[config.mk]
export PLATFORM = sky130hd
export DESIGN_NAME = hbdm_ctrl
export DESIGN_NICKNAME = d
export VERILOG_FILES = /design/src/hw/hbdm_pkg.sv /design/src/hw/hbdm_sw_if.sv /design/src/hw/hbdm_ctrl.sv /design/src/hw/hbdm_switch_dec.sv /design/src/hw/hbdm_pump_seq.sv
export SDC_FILE = /design/constraint.sdc
export NUM_CORES = 1
export LEC_CHECK = 0
export BUFFER_PORTS_ARGS = -buffer_cell sky130_fd_sc_hd__clkbuf_2
export CAP_MARGIN = 20
export CORE_MARGIN = 2
export CORE_UTILIZATION = 35
export CTS_BUF_LIST = sky130_fd_sc_hd__clkbuf_16
export DETAILED_ROUTE_END_ITERATION = 6
export PLACE_DENSITY = 0.55
export SETUP_SLACK_MARGIN = 0.5
export SLEW_MARGIN = 0
export SYNTH_ARGS = -nofsm -noshare
export SYNTH_HDL_FRONTEND = slang
export SYNTH_SLANG_ARGS = --single-unit
export TNS_END_PERCENT = 5
[constraint.sdc]
create_clock -name i_ref_clk -period 1.3 [get_ports i_ref_clk]
set_clock_uncertainty 0.1 [all_clocks]
set_input_delay 0.195 -clock i_ref_clk [delete_from_list [all_inputs] [get_ports i_ref_clk]]
set_output_delay 0.195 -clock i_ref_clk [all_outputs]
set_load 0.03 [all_outputs]
[src/hw/hbdm_pkg.sv]
/*
 hbdm_pkg: shared constants and types of the bridge decay-mode control.
 assumes: included before every other design file.
*/
package hbdm_pkg;
    localparam int unsigned CUR_CODE_W    = 4;
    localparam logic [3:0]  CUR_CODE_ZERO = 4'h0;
    localparam int unsigned SYNC_STAGES   = 2;
    // pump phase length in clocks; a design choice, no printed figure
    localparam int unsigned PUMP_HALF_CYC = 4;
    localparam int unsigned PUMP_CNT_W    = 3;

    typedef enum logic [1:0] {
        HBDM_CHARGE = 2'h0,
        HBDM_SLOW   = 2'h1,
        HBDM_FAST   = 2'h3,
        HBDM_OFF    = 2'h2
    } hbdm_mode_e;

    typedef enum logic [1:0] {
        HBDM_PUMP_IDLE = 2'h0,
        HBDM_PUMP_ONE  = 2'h1,
        HBDM_PUMP_TWO  = 2'h3
    } hbdm_pump_e;
endpackage : hbdm_pkg

[src/hw/hbdm_sw_if.sv]
/*
 hbdm_sw_if: four bridge switch commands carried between modules.
 assumes: one clock domain, driven by the switch decoder.
*/
`timescale 1ns/1ps
`default_nettype none
interface hbdm_sw_if;
    logic upper_switch_a;
    logic upper_switch_b;
    logic lower_switch_a;
    logic lower_switch_b;
    modport drv (output upper_switch_a, upper_switch_b,
                 output lower_switch_a, lower_switch_b);
    modport use_side (input upper_switch_a, upper_switch_b,
                      input lower_switch_a, lower_switch_b);
endinterface : hbdm_sw_if
`default_nettype wire

[src/hw/hbdm_ctrl.sv]
/*
 hbdm_ctrl: output control of one H-bridge winding with supply resets
 and charge pump start-up.
 assumes: chop mode and direction come from same-clock logic; supply
 monitors, shutdown flags and boost comparator are asynchronous pins.
*/
`timescale 1ns/1ps
`default_nettype none
// Summary of operation
// - forward: charge U_a+L_b, slow both lows, fast U_b+L_a
// - reverse: charge U_b+L_a, slow both lows, fast U_a+L_b
// - mixed decay runs charge, then slow, then fast each chop cycle
// - zero current code forces all four switches off
// - decay phases actively drive the reverse-current switches
// - logic supply low with motor supply present resets internally
// - motor supply low with logic supply good resets internally
// - logic supply absent keeps every bridge switch off
// - pump: switch one, then switch two; idle when boosted
// - shutdown recovery restarts pump with the same sequence
module hbdm_ctrl
    import hbdm_pkg::*;
(
    // clock, reset, enable
    input  wire logic                       i_ref_clk,
    input  wire logic                       i_resetn,
    input  wire logic                       i_ce,
    // chopping control, same clock
    input  wire hbdm_pkg::hbdm_mode_e       i_chop_mode,
    input  wire logic                       i_phase_dir_rev,
    input  wire logic [hbdm_pkg::CUR_CODE_W-1:0] i_cur_code,
    // asynchronous monitors
    input  wire logic                       i_logic_supply_low,
    input  wire logic                       i_motor_supply_low,
    input  wire logic                       i_logic_supply_absent,
    input  wire logic                       i_thermal_shutdown,
    input  wire logic                       i_overcurrent_shutdown,
    input  wire logic                       i_boost_voltage_ok,
    // bridge switches
    output logic                            o_upper_switch_a,
    output logic                            o_upper_switch_b,
    output logic                            o_lower_switch_a,
    output logic                            o_lower_switch_b,
    // charge pump, internal reset and order flag
    output logic                            o_pump_switch_one,
    output logic                            o_pump_switch_two,
    output logic                            o_internal_reset,
    output logic                            o_chop_seq_error
);
    import hbdm_pkg::*;

    logic [1:0] rst_sync_q;
    logic       rst_n;
    logic [5:0] mon_s1_q, mon_s2_q;
    logic       vdd_low, vm_low, vdd_absent, thermal_shutdown, overcurrent_shutdown, boost_ok;
    logic       int_rst_d, int_rst_q;
    logic       hold;
    hbdm_mode_e eff_mode;
    hbdm_mode_e prev_mode_d, prev_mode_q;
    logic       seq_err_d, seq_err_q;
    hbdm_sw_if  sw ();

    // reset release through two flops
    always_ff @(posedge i_ref_clk or negedge i_resetn) begin
        if (!i_resetn) begin
            rst_sync_q <= 2'h0;
        end else begin
            rst_sync_q <= {rst_sync_q[0], 1'b1};
        end
    end
    assign rst_n = rst_sync_q[1];

    // monitor pins: first stage feeds only the second
    always_ff @(posedge i_ref_clk or negedge rst_n) begin
        if (!rst_n) begin
            mon_s1_q <= 6'h00;
            mon_s2_q <= 6'h00;
        end else if (i_ce) begin
            mon_s1_q <= {i_logic_supply_low, i_motor_supply_low,
                         i_logic_supply_absent, i_thermal_shutdown,
                         i_overcurrent_shutdown, i_boost_voltage_ok};
            mon_s2_q <= mon_s1_q;
        end
    end
    assign {vdd_low, vm_low, vdd_absent, thermal_shutdown, overcurrent_shutdown, boost_ok} = mon_s2_q;

    // supply and shutdown reset, held while any cause stands
    always_comb begin
        int_rst_d = vdd_low
                  | vm_low
                  | vdd_absent
                  | thermal_shutdown | overcurrent_shutdown;
    end

    always_ff @(posedge i_ref_clk or negedge rst_n) begin
        if (!rst_n) begin
            int_rst_q <= 1'b1;
        end else if (i_ce) begin
            int_rst_q <= int_rst_d;
        end
    end

    // shutdown recovery goes through the same hold as reset release
    assign hold = int_rst_q;

    // zero current code or internal reset turns the bridge fully off
    always_comb begin
        if (hold || i_cur_code == CUR_CODE_ZERO) begin
            eff_mode = HBDM_OFF;
        end else begin
            eff_mode = i_chop_mode;
        end
    end

    // flag a fast-to-slow step that breaks charge-slow-fast ordering; a slow-to-charge step clears it
    always_comb begin
        prev_mode_d = eff_mode;
        seq_err_d   = seq_err_q;
        if (prev_mode_q == HBDM_SLOW && eff_mode == HBDM_CHARGE) begin
            seq_err_d = 1'b0;
        end
        if (prev_mode_q == HBDM_FAST && eff_mode == HBDM_SLOW) begin
            seq_err_d = 1'b1;
        end
    end

    always_ff @(posedge i_ref_clk or negedge rst_n) begin
        if (!rst_n) begin
            prev_mode_q <= HBDM_OFF;
            seq_err_q   <= 1'b0;
        end else if (i_ce) begin
            prev_mode_q <= prev_mode_d;
            seq_err_q   <= seq_err_d;
        end
    end

    hbdm_switch_dec u_dec (
        .i_clk     (i_ref_clk),
        .i_rst_n   (rst_n),
        .i_ce      (i_ce),
        .i_mode    (eff_mode),
        .i_dir_rev (i_phase_dir_rev),
        .sw        (sw)
    );

    hbdm_pump_seq u_pump (
        .i_clk             (i_ref_clk),
        .i_rst_n           (rst_n),
        .i_ce              (i_ce),
        .i_hold            (hold),
        .i_boost_ok        (boost_ok),
        .o_pump_switch_one (o_pump_switch_one),
        .o_pump_switch_two (o_pump_switch_two),
        .o_pumping         ()
    );

    assign o_upper_switch_a = sw.upper_switch_a;
    assign o_upper_switch_b = sw.upper_switch_b;
    assign o_lower_switch_a = sw.lower_switch_a;
    assign o_lower_switch_b = sw.lower_switch_b;
    assign o_internal_reset = int_rst_q;
    assign o_chop_seq_error = seq_err_q;
endmodule // hbdm_ctrl
`default_nettype wire

[src/hw/hbdm_switch_dec.sv]
/*
 hbdm_switch_dec: registers the four bridge switch commands.
 assumes: mode and direction already synchronous to i_clk.
*/
`timescale 1ns/1ps
`default_nettype none
module hbdm_switch_dec
    import hbdm_pkg::*;
(
    input  wire logic       i_clk,
    input  wire logic       i_rst_n,
    input  wire logic       i_ce,
    input  wire hbdm_mode_e i_mode,
    input  wire logic       i_dir_rev,
    hbdm_sw_if.drv          sw
);
    logic [3:0] sw_d;
    logic [3:0] sw_q;

    // order: upper a, upper b, lower a, lower b
    always_comb begin
        sw_d = 4'h0;
        unique case (i_mode)
            HBDM_CHARGE: sw_d = i_dir_rev ? 4'h6 : 4'h9;
            HBDM_SLOW:   sw_d = 4'h3;
            HBDM_FAST:   sw_d = i_dir_rev ? 4'h9 : 4'h6;
            HBDM_OFF:    sw_d = 4'h0;
        endcase
    end

    always_ff @(posedge i_clk or negedge i_rst_n) begin
        if (!i_rst_n) begin
            sw_q <= 4'h0;
        end else if (i_ce) begin
            sw_q <= sw_d;
        end
    end

    assign sw.upper_switch_a = sw_q[3];
    assign sw.upper_switch_b = sw_q[2];
    assign sw.lower_switch_a = sw_q[1];
    assign sw.lower_switch_b = sw_q[0];
endmodule // hbdm_switch_dec
`default_nettype wire

[src/hw/hbdm_pump_seq.sv]
/*
 hbdm_pump_seq: two-phase charge pump switch sequencer.
 assumes: i_hold and i_boost_ok are synchronous to i_clk.
*/
`timescale 1ns/1ps
`default_nettype none
module hbdm_pump_seq
    import hbdm_pkg::*;
(
    input  wire logic i_clk,
    input  wire logic i_rst_n,
    input  wire logic i_ce,
    input  wire logic i_hold,
    input  wire logic i_boost_ok,
    output logic      o_pump_switch_one,
    output logic      o_pump_switch_two,
    output logic      o_pumping
);
    hbdm_pump_e            st_q, st_d;
    logic [PUMP_CNT_W-1:0] cnt_q, cnt_d;
    logic                  one_d, one_q, two_d, two_q;
    localparam logic [PUMP_CNT_W-1:0] LAST =
        PUMP_CNT_W'(PUMP_HALF_CYC - 1);

    always_comb begin
        st_d  = st_q;
        cnt_d = cnt_q;
        if (i_hold) begin
            // held in reset: next release starts from switch one;
            // count parked at wrap so the first phase is full length
            // (needs PUMP_HALF_CYC below 2**PUMP_CNT_W)
            st_d  = HBDM_PUMP_ONE;
            cnt_d = '1;
        end else begin
            unique case (st_q)
                HBDM_PUMP_IDLE: begin
                    if (!i_boost_ok) begin
                        st_d  = HBDM_PUMP_ONE;
                        cnt_d = '0;
                    end
                end
                HBDM_PUMP_ONE: begin
                    cnt_d = cnt_q + 1'b1;
                    if (cnt_q == LAST) begin
                        st_d  = HBDM_PUMP_TWO;
                        cnt_d = '0;
                    end
                end
                HBDM_PUMP_TWO: begin
                    cnt_d = cnt_q + 1'b1;
                    if (cnt_q == LAST) begin
                        cnt_d = '0;
                        // stop once boosted, else keep pumping
                        st_d  = i_boost_ok ? HBDM_PUMP_IDLE
                                           : HBDM_PUMP_ONE;
                    end
                end
                default: st_d = HBDM_PUMP_ONE;
            endcase
        end
        one_d = !i_hold && (st_d == HBDM_PUMP_ONE);
        two_d = !i_hold && (st_d == HBDM_PUMP_TWO);
    end

    always_ff @(posedge i_clk or negedge i_rst_n) begin
        if (!i_rst_n) begin
            st_q  <= HBDM_PUMP_ONE;
            cnt_q <= '0;
            one_q <= 1'b0;
            two_q <= 1'b0;
        end else if (i_ce) begin
            st_q  <= st_d;
            cnt_q <= cnt_d;
            one_q <= one_d;
            two_q <= two_d;
        end
    end

    assign o_pump_switch_one = one_q;
    assign o_pump_switch_two = two_q;
    assign o_pumping         = one_q | two_q;
endmodule // hbdm_pump_seq
`default_nettype wire

==> summary.txt, run 1 <==
Die Area: 4440 sq um
Failing checks: setup timing
Post-Syn Instances: 116
Drt first pass iters: 4
Vias in the first global route: 1036
Gr ovfl total: 0
Period minus WS final: 1.33 ns
Comb power frac: 21.9%
Largest net degree at the start of global routing: 28
FP Rows: 22
FF-to-FF setup slack: -0.03 ns
Status: complete, but fails checks
Mapped Area: 1370 sq um
Clk pwr share: 41.5%
Final Wtd Congestion: 0.798
Via density: 4.88
Drt initial violations: 43
Setup TNS: -0.141 ns
Antenna Violating Nets Remaining: 0
CTS buffer count: 5
CP endpoint kind: primary output
Global-route wire length before repair: 4.86 mm
Psw: 776 uW
Number of synthesized flops with an enable pin: 0
Syn_nets: 133
Hold Path Cell Cnt: 2
WP data required: 1.00 ns
Setup WS post-layout: -0.0335 ns
Crit share post-route: 103%
Core Box Area: 3720 sq um
Maximum vdd drop: 0.765 mV
Crit Reg-Reg Startpoint: u_pump.st_q[1]
Hold Path Class: in -> reg
Initial Utilization: 37.0%
Die width: 66.7 microns
Final Routed Wirelength: 2.77 mm
IO Pins: 24
Nets: 176
Crit path launch: o_internal_reset
Synth warn: 0
FF-to-FF path depth: 3
Post-synth ARST share: 100%
Seq pwr share: 36.5%
Setup Crit Path Kind: reg -> out
Fmax: 750 MHz
Tot GR Track Use: 14.9%
Hold_sp: i_overcurrent_shutdown
Clk_lat worst skew: 0.27 ns
Final hold violation count: 0
Crit-path cells: buf_6 > buf_8
Setup-failing EPs final: 7
Hold Path End: mon_s1_q[1]
Int Pwr: 2.30 mW
Tot Pwr: 3.08 mW
CP peak stage delay: 0.55 ns
Crit path launch type: flip-flop
Reg2Reg Capture Point: u_pump.cnt_q[0]
Max FO, Critical Path: 3
Share of layout cells above drive strength 1: 48.1%
Antenna Diode Count: 0
Syn_area_per_cell: 11.8 sq um
RSZ-0062 raised after global routing: yes
Wire length per cell: 13.3 microns
H-tree levels: 2
Worst Path Arrival: 1.04 ns
Clk root buf: clkbuf_16
Sw Share: 25.2%
CTS tree: built
CTS clock-pin slew for the worst setup and hold paths: 0.05 ns
Die H: 66.7 microns
DRC viols: 0
HPWL reported at the end of detailed placement: 1.95 mm
Seq cells post-synth: 29
Pwr per Cell Area: 1560 nW/um^2
Slowest-stage cell, CP: dfstp_2
Layout area overhead: 43.4%
CTS Sinks: 29
Seq/Total Area, Yosys: 53.1%
# Max-Cap Violations: 0
Port Buffers: 23
DR vias: 1014
Initial antenna violation count: 0
Leakage: 0.912 nW
Slew Viols, Final: 0
Max clock buf depth: 2
Ys flop type: dfrtp_1
Cell variety after synth: 40
[power by group through the flow]
stage	clock network [mW]	registers, mW	logic, mW
2_1_floorplan	0	1.16	0.291
3_3_place_gp	0	1.11	0.521
3_5_place_dp	0	1.11	0.534
4_1_cts	1.30	1.11	0.635
5_1_grt	1.35	1.14	0.740
6_report	1.28	1.12	0.675
[area by class of cell]
cell class / instances / area (sq um)
Clock buffer: 5 / 125
Clock inverter: 3 / 37.5
Fill cell: 328 / 1750
Inverter: 6 / 22.5
Multi-Input combinational cell: 73 / 628
Sequential cell: 29 / 731
Tap cell: 48 / 60.1
Timing Repair Buffer: 44 / 367
[metrics by stage]
step	utilization (%)	cells	hold slack, ns	worst slack (ns)	instance area [sq um]
after CTS	52.2	207	0.0495	-0.0660	1940
after global placement	44.0	196	-0.120	-0.0175	1630
after floorplan	-	116	-0.201	-0.0551	1380
after detailed placement	44.0	196	-0.117	-0.0851	1630
after global routing	53.0	208	0.0624	-0.0709	1970
final	53.0	208	0.0522	-0.0335	1970
[layer usage]
| metal | up-vias | routed length (microns) | GRT usage, % |
|---|---|---|---|
| li1 | 502 | - | - |
| met1 | 486 | 1290 | 19.1 |
| met2 | 19 | 1320 | 22.8 |
| met3 | 7 | 104 | 5.24 |
| met4 | 0 | 50 | 6.12 |
| met5 | - | 0 | 0 |
[how the worst max path moves through the flow]
stage               depth (start not counted)          endpoint  slack (ns)
floorplan                                   2   u_pump.cnt_q[0]       -0.06
global route                                5    u_pump.st_q[1]       -0.07
finish                                      2  o_internal_reset       -0.03
global placement                            2   u_pump.cnt_q[0]       -0.02
CTS                                         2  o_internal_reset       -0.07
detailed placement                          4    u_pump.st_q[0]       -0.09
[worst max-delay path: cells and delay by family (launching register included)]
kind,cells,cell delay [ns]
DFF,1,0.55
buffers and inverters,2,0.21
[cell families (layout without fill, tap and decap cells)]
family / after synthesis / count (layout) / share of synthesized area, %
and+or+nand+nor: 26 / 26 / 12.3
AOI/OAI and AO/OA: 27 / 27 / 14.1
muxes: 17 / 17 / 13.7
buffers and inverters: 14 / 58 / 5.01
other: 1 / 1 / 0.273
adders and majority gates: 1 / 1 / 0.911
DFF: 29 / 29 / 53.1
xor gates and xnor gates: 1 / 1 / 0.638
[repair_timing]
| item | CTS | global route |
|---|---|---|
| setup endpoints to repair | 35 | 35 |
| endpoints found under the hold margin | 2 | 0 |
| pin swaps | 9 | 4 |
| resized for setup | 33 | 13 |
| setup buffers | 2 | 1 |
| hold buffers | 1 | 0 |
[synthesized netlist by cell type (2+ instances only)]
library cell / count / share of area, %
mux2_2: 13 / 11
dfstp_2: 3 / 5.7
a21oi_1: 4 / 1.5
nand2b_1: 3 / 1.4
dfrtp_1: 26 / 47
mux2i_1: 3 / 2.2
a31oi_1: 2 / 0.91
a31o_1: 3 / 1.9
nand2_1: 3 / 0.82
or4_1: 2 / 1.1
inv_1: 6 / 1.6
o21ai_0: 6 / 2.2
buf_2: 7 / 2.5
nor2b_1: 5 / 2.3
nor2_1: 5 / 1.4
[layout by cell type, fill, tap and decap left out, drive strengths merged, types with 2 or more instances in the layout]
cell    count
mux2       14
dfrtp      26
nor2b       5
o21ai       7
nand2b      3
nor2        5
a31oi       2
a31o        3
dfstp       3
clkbuf     20
or4         2
buf        28
mux2i       3
a21oi       4
inv         7
nand2       3
[state kept, by name, summed over array words and instances (netlist names)]
name and count:
mon_s2_q 6, u_pump.st_q 2, o_chop_seq_error 1, u_pump.o_pump_switch_two 1, u_dec.sw_q 4, o_internal_reset 1
mon_s1_q 6, prev_mode_q 2, rst_sync_q 2, u_pump.o_pump_switch_one 1, u_pump.cnt_q 3
(Power assumes the default switching activity.)
==> inputs of run 2 (changes only) <==
- REMOVE_ABC_BUFFERS: not set -> 1
==> run 2 against run 1 <==
Net effect:
- the flow still finishes with violations (setup timing)
- register-to-register slack got worse by 0.06 ns
- cell count unchanged
- maximum frequency decreased by 4.6%
- non-clock buffer count unchanged
- die area unchanged
- critical path depth increased by 1
- combinational power decreased by 8.0%
- highest routed layer unchanged
- clock power about the same
- sequential power about the same
- core utilization decreased by 0.67 points
==> summary.txt, run 2 (synthesized netlist as in run 1, its figures left out) <==
Leakage: 0.893 nW (-2.1%)
Tot Pwr: 3.00 mW (-2.6%)
CP peak stage delay: 0.44 ns (-0.11 ns)
Final Wtd Congestion: 0.831 (+4.1%)
Crit share post-route: 107% (+4.9 points)
Crit path launch: u_pump.st_q[1]
Maximum vdd drop: 0.802 mV (+4.8%)
Antenna Diode Count: 0 (unchanged)
FF-to-FF path depth: 3 (unchanged)
Most frequent cells in the layout: 26 x dfrtp_1, 16 x buf_4, 15 x clkbuf_2
Commonest non-fill, non-tap cell in the layout: dfrtp_1
Nets: 176 (unchanged)
Final hold violation count: 0 (unchanged)
Drt initial violations: 6 (-86%)
Final design utilization: 52.4% (-0.67 points)
Global-route wire length before repair: 4.52 mm (-7.1%)
Pwr per Cell Area: 1540 nW/um^2 (-1.3%)
Hold Path Cell Cnt: 2 (unchanged)
FP Rows: 22 (unchanged)
Top delay family on crit path: flip-flops
Gr ovfl total: 0 (unchanged)
Die H: 66.7 microns (unchanged)
Setup WS post-layout: -0.0975 ns (-0.0640 ns)
RSZ-0062 raised after global routing: yes
Status: complete, but fails checks
FF-to-FF setup slack: -0.1 ns (-0.06 ns)
Crit Reg-Reg Startpoint: u_pump.st_q[1]
Max FO, Critical Path: 7 (+4)
Final hold slack: 0.0526 ns (+0.000383 ns)
Setup-failing EPs final: 5 (-2)
Max clock buf depth: 2 (unchanged)
CTS buffer count: 5 (unchanged)
DRC viols: 0 (unchanged)
Hold Path Class: in -> reg
Via density: 5.00 (+2.6%)
Fill cells: 355 (+8.2%)
Drt first pass iters: 4 (unchanged)
HPWL reported at the end of detailed placement: 1.95 mm (+0.15%)
Core Box Area: 3720 sq um (unchanged)
Slowest-stage cell, CP: dfrtp_1
Largest net degree at the start of global routing: 18 (-36%)
Layout area overhead: 41.6%
DR vias: 1040 (+2.6%)
Final Instance Count excl. Fillers: 208 (unchanged)
Initial Utilization: 37.0% (unchanged)
Failing checks: setup timing
IO Pins: 24 (unchanged)
Setup Crit Path Kind: reg -> reg
CTS Sinks: 29 (unchanged)
# Max-Cap Violations: 0 (unchanged)
Share of layout cells above drive strength 1: 46.3% (-1.9 points)
WP data required: 1.35 ns (+0.35 ns)
H-tree levels: 2 (unchanged)
Final Routed Wirelength: 2.63 mm (-5.0%)
Initial antenna violation count: 0 (unchanged)
Worst path depth: 3 (+1)
Port Buffers: 23 (unchanged)
Post-Place Worst Slack: -0.0746 ns (+0.0105 ns)
Crit-path cells: nor2_1 > o31a_1 > mux2_4
Die Area: 4440 sq um (unchanged)
Worst Path Arrival: 1.45 ns (+0.41 ns)
Slew Viols, Final: 0 (unchanged)
Clk root buf: clkbuf_16
Clk_lat worst skew: 0.27 ns (about the same)
Crit path launch type: flip-flop
Inst Count DP: 197 (+0.51%)
Period minus WS final: 1.40 ns (+0.0640 ns)
Buf/Inv on CP: 0 (-2)
Reg2Reg Capture Point: u_pump.cnt_q[0]
Tot GR Track Use: 13.9% (-0.98 points)
Antenna Violating Nets Remaining: 0 (unchanged)
CTS clock-pin slew for the worst setup and hold paths: 0.05 ns (about the same)
Capture point of the worst path: u_pump.cnt_q[0]
CP endpoint kind: flip-flop
Vias in the first global route: 989 (-4.5%)
Fmax: 716 MHz (-4.6%)
CTS tree: built
Die width: 66.7 microns (unchanged)
Wire length per cell: 12.6 microns (-5.0%)
Largest registers: mon_s1_q: 6 flops, mon_s2_q: 6 flops, u_dec.sw_q: 4 flops
## run 2: cell type report
class / count / area, sq um / area share [%]
Multi-Input combinational cell: 73 / 597 / 30.7
Inverter: 6 / 22.5 / 1.16
Clock buffer: 5 / 125 / 6.43
Timing Repair Buffer: 44 / 374 / 19.2
Tap cell: 48 / 60.1 / 3.09
Sequential cell: 29 / 729 / 37.5
Clock inverter: 3 / 37.5 / 1.93
## run 2: power breakdown
group | leakage (nW) | total (mW) | switching, mW | internal (mW)
Combinational | 0.467 | 0.621 | 0.272 | 0.349
Sequential | 0.343 | 1.12 | 0.0977 | 1.03
Clock | 0.0826 | 1.25 | 0.368 | 0.886
Total | 0.893 | 3.00 | 0.737 | 2.26
## run 2: layer usage
layer,wire length (microns),vias to the layer above,global-route usage (%)
met4,43,0,6.12
met1,1150,506,16.1
met5,0,-,0
li1,-,502,-
met2,1280,26,23.4
met3,151,6,4.56
## run 2: metrics by stage
stage	TNS (ns)	area [sq um]
after detailed placement	-0.266	1640
after floorplan	-0.217	1330
after CTS	-0.358	1930
after global placement	-0.0275	1640
final	-0.272	1950
after global routing	-0.730	1950
## run 2: worst min path at each step
stage	from	end	slack, ns
after global routing	i_logic_supply_absent	mon_s1_q[3]	0.05
final	i_boost_voltage_ok	mon_s1_q[0]	0.05
after floorplan	i_resetn	rst_sync_q[0]	-0.20
after CTS	i_boost_voltage_ok	mon_s1_q[0]	0.05
after detailed placement	i_resetn	rst_sync_q[0]	-0.12
after global placement	i_resetn	rst_sync_q[0]	-0.12
## run 2: repair_timing
action / CTS / global route
setup buffers: 2 / 0
hold buffers: 1 / 0
pin swaps: 12 / 7
resized for setup: 29 / 11
endpoints found under the hold margin: 2 / 0
endpoints found under the setup margin: 35 / 35
==> inputs of run 3 (changes only) <==
- RECOVER_POWER: not set -> 25
==> run 3 against run 2 <==
Net effect:
- the run still ends with setup timing left
- sequential cell count is the same
- maximum frequency is essentially flat
- via count is essentially flat
- critical path depth is the same
- sequential power is essentially flat
- routed wire length is essentially flat
- core utilization shrank 0.13 points
- die area is the same
- register-to-register slack is essentially flat
- global-route usage is the same
==> summary.txt, run 3 (synthesized netlist as in run 1, its figures left out) <==
Maximum vdd drop: 0.802 mV (about the same)
Final design utilization: 52.2% (-0.13 points)
Tot Pwr: 2.99 mW (-0.13%)
Via density: 5.00 (about the same)
Clk root buf: clkbuf_16
Fill cells: 357 (+0.56%)
CTS Sinks: 29 (unchanged)
Drt initial violations: 6 (unchanged)
CP endpoint kind: flip-flop
WP data required: 1.35 ns (about the same)
IO Pins: 24 (unchanged)
Vias in the first global route: 989 (unchanged)
FP Rows: 22 (unchanged)
Layout area overhead: 41.3%
Leakage: 0.886 nW (-0.74%)
Commonest non-fill, non-tap cell in the layout: dfrtp_1
Register area: 729 sq um (unchanged)
Die H: 66.7 microns (unchanged)
Slew @ Worst Pin: 0.561 ns
Crit path launch type: flip-flop
Slew Viols, Final: 0 (unchanged)
Setup TNS: -0.274 ns (-0.00139 ns)
Hold Path Class: in -> reg
Final Routed Wirelength: 2.62 mm (about the same)
Clk_lat worst skew: 0.27 ns (about the same)
Largest registers: mon_s1_q: 6 flops, mon_s2_q: 6 flops, u_dec.sw_q: 4 flops
RSZ-0062 raised after global routing: yes
Post-route cell area: 1940 sq um (-0.26%)
FF-to-FF path depth: 3 (unchanged)
Setup Crit Path Kind: reg -> reg
Failing checks: setup timing
Setup-failing EPs final: 5 (unchanged)
Hold_sp: i_boost_voltage_ok
Period minus WS final: 1.40 ns (+0.00115 ns)
Antenna Diode Count: 0 (unchanged)
Crit Reg-Reg Startpoint: u_pump.st_q[1]
Share of layout cells above drive strength 1: 45.0% (-1.3 points)
CTS tree: built
Initial Utilization: 37.0% (unchanged)
DR vias: 1041 (+0.096%)
Status: complete, but fails checks
Multi-input gate area: 597 sq um (unchanged)
Max FO, Critical Path: 7 (unchanged)
DRC viols: 0 (unchanged)
Drt first pass iters: 4 (unchanged)
Worst Path Arrival: 1.45 ns (about the same)
Die Area: 4440 sq um (unchanged)
Worst slew margin: 62.6%
Hold Path End: mon_s1_q[0]
Psw: 735 uW (-0.26%)
Gr ovfl total: 0 (unchanged)
Pwr per Cell Area: 1540 nW/um^2 (+0.13%)
Largest net degree at the start of global routing: 18 (unchanged)
Hold Path Cell Cnt: 2 (unchanged)
Nets: 176 (unchanged)
Sw Share: 24.6% (-0.032 points)
Tot GR Track Use: 13.9% (unchanged)
Most frequent cells in the layout: 26 x dfrtp_1, 15 x buf_4, 14 x clkbuf_2
Placed cell area: 1640 sq um (unchanged)
FF-to-FF setup slack: -0.1 ns (about the same)
Setup WS post-layout: -0.0986 ns (-0.00115 ns)
Fmax: 715 MHz (about the same)
Final hold violation count: 0 (unchanged)
Seq pwr share: 37.5% (about the same)
CTS clock-pin slew for the worst setup and hold paths: 0.05 ns (about the same)
Final Wtd Congestion: 0.831 (unchanged)
Initial antenna violation count: 0 (unchanged)
Max clock buf depth: 2 (unchanged)
Clk pwr share: 41.8% (about the same)
# Max-Cap Violations: 0 (unchanged)
Die width: 66.7 microns (unchanged)
Global-route wire length before repair: 4.52 mm (unchanged)
Comb power frac: 20.7% (about the same)
Core Box Area: 3720 sq um (unchanged)
H-tree levels: 2 (unchanged)
Reg2Reg Capture Point: u_pump.cnt_q[0]
Crit share post-route: 108% (about the same)
Wire length per cell: 12.6 microns (about the same)
Port Buffers: 23 (unchanged)
Int Pwr: 2.26 mW (about the same)
HPWL reported at the end of detailed placement: 1.95 mm (unchanged)
CTS buffer count: 5 (unchanged)
Antenna Violating Nets Remaining: 0 (unchanged)
## run 3: cell types whose count changed in the layout (fill, tap and decap cells not counted), sizes merged
cell    change
buf         -1
clkbuf      +1
## run 3: area by class of cell
type	instances	area share [%]
Sequential cell	29	37.6
Multi-Input combinational cell	73	30.8
Timing Repair Buffer	44	19.0
Clock buffer	5	6.45
Tap cell	48	3.09
Clock inverter	3	1.93
Inverter	6	1.16
## run 3: worst max-delay path by stage
stage / from / end / cells past startpoint
CTS: o_internal_reset / o_internal_reset / 2
global route: u_pump.cnt_q[1] / u_pump.st_q[1] / 5
finish: u_pump.st_q[1] / u_pump.cnt_q[0] / 3
floorplan: o_internal_reset / u_pump.cnt_q[0] / 2
detailed placement: u_pump.cnt_q[0] / u_pump.cnt_q[0] / 4
global placement: u_pump.cnt_q[0] / u_pump.cnt_q[0] / 4
## run 3: stage by stage
step | cells | setup slack, ns | hold slack [ns]
6_report | 208 | -0.0986 | 0.0534
5_1_grt | 208 | -0.158 | 0.0478
4_1_cts | 208 | -0.0980 | 0.0496
3_5_place_dp | 197 | -0.0746 | -0.117
3_3_place_gp | 197 | -0.0199 | -0.120
2_1_floorplan | 108 | -0.166 | -0.201
## run 3: critical path, stage by stage (launching register included)
cell and delay, ns:
dfrtp_1 0.44, nor2_1 0.10, o31a_1 0.34, mux2_4 0.30
## run 3: timing repair
action,in CTS,in global routing
hold endpoints to repair,2,0
pin swaps,12,7
buffers inserted,2,0
endpoints found under the setup margin,35,35
resized for setup,29,11
hold buffers,1,0
## run 3: power groups by stage
stage                     clock network (mW)  logic, mW  registers, mW
after global routing                    1.35      0.675           1.14
after CTS                               1.29      0.605           1.11
after global placement                     0      0.510           1.11
after floorplan                            0      0.249           1.17
final                                   1.25      0.619           1.12
after detailed placement                   0      0.520           1.12
## run 3: routing by layer
layer | routed length, microns | global-route usage (%)
met5 | 0 | 0
met4 | 43 | 6.12
met3 | 149 | 4.56
met2 | 1280 | 23.4
met1 | 1150 | 16.1
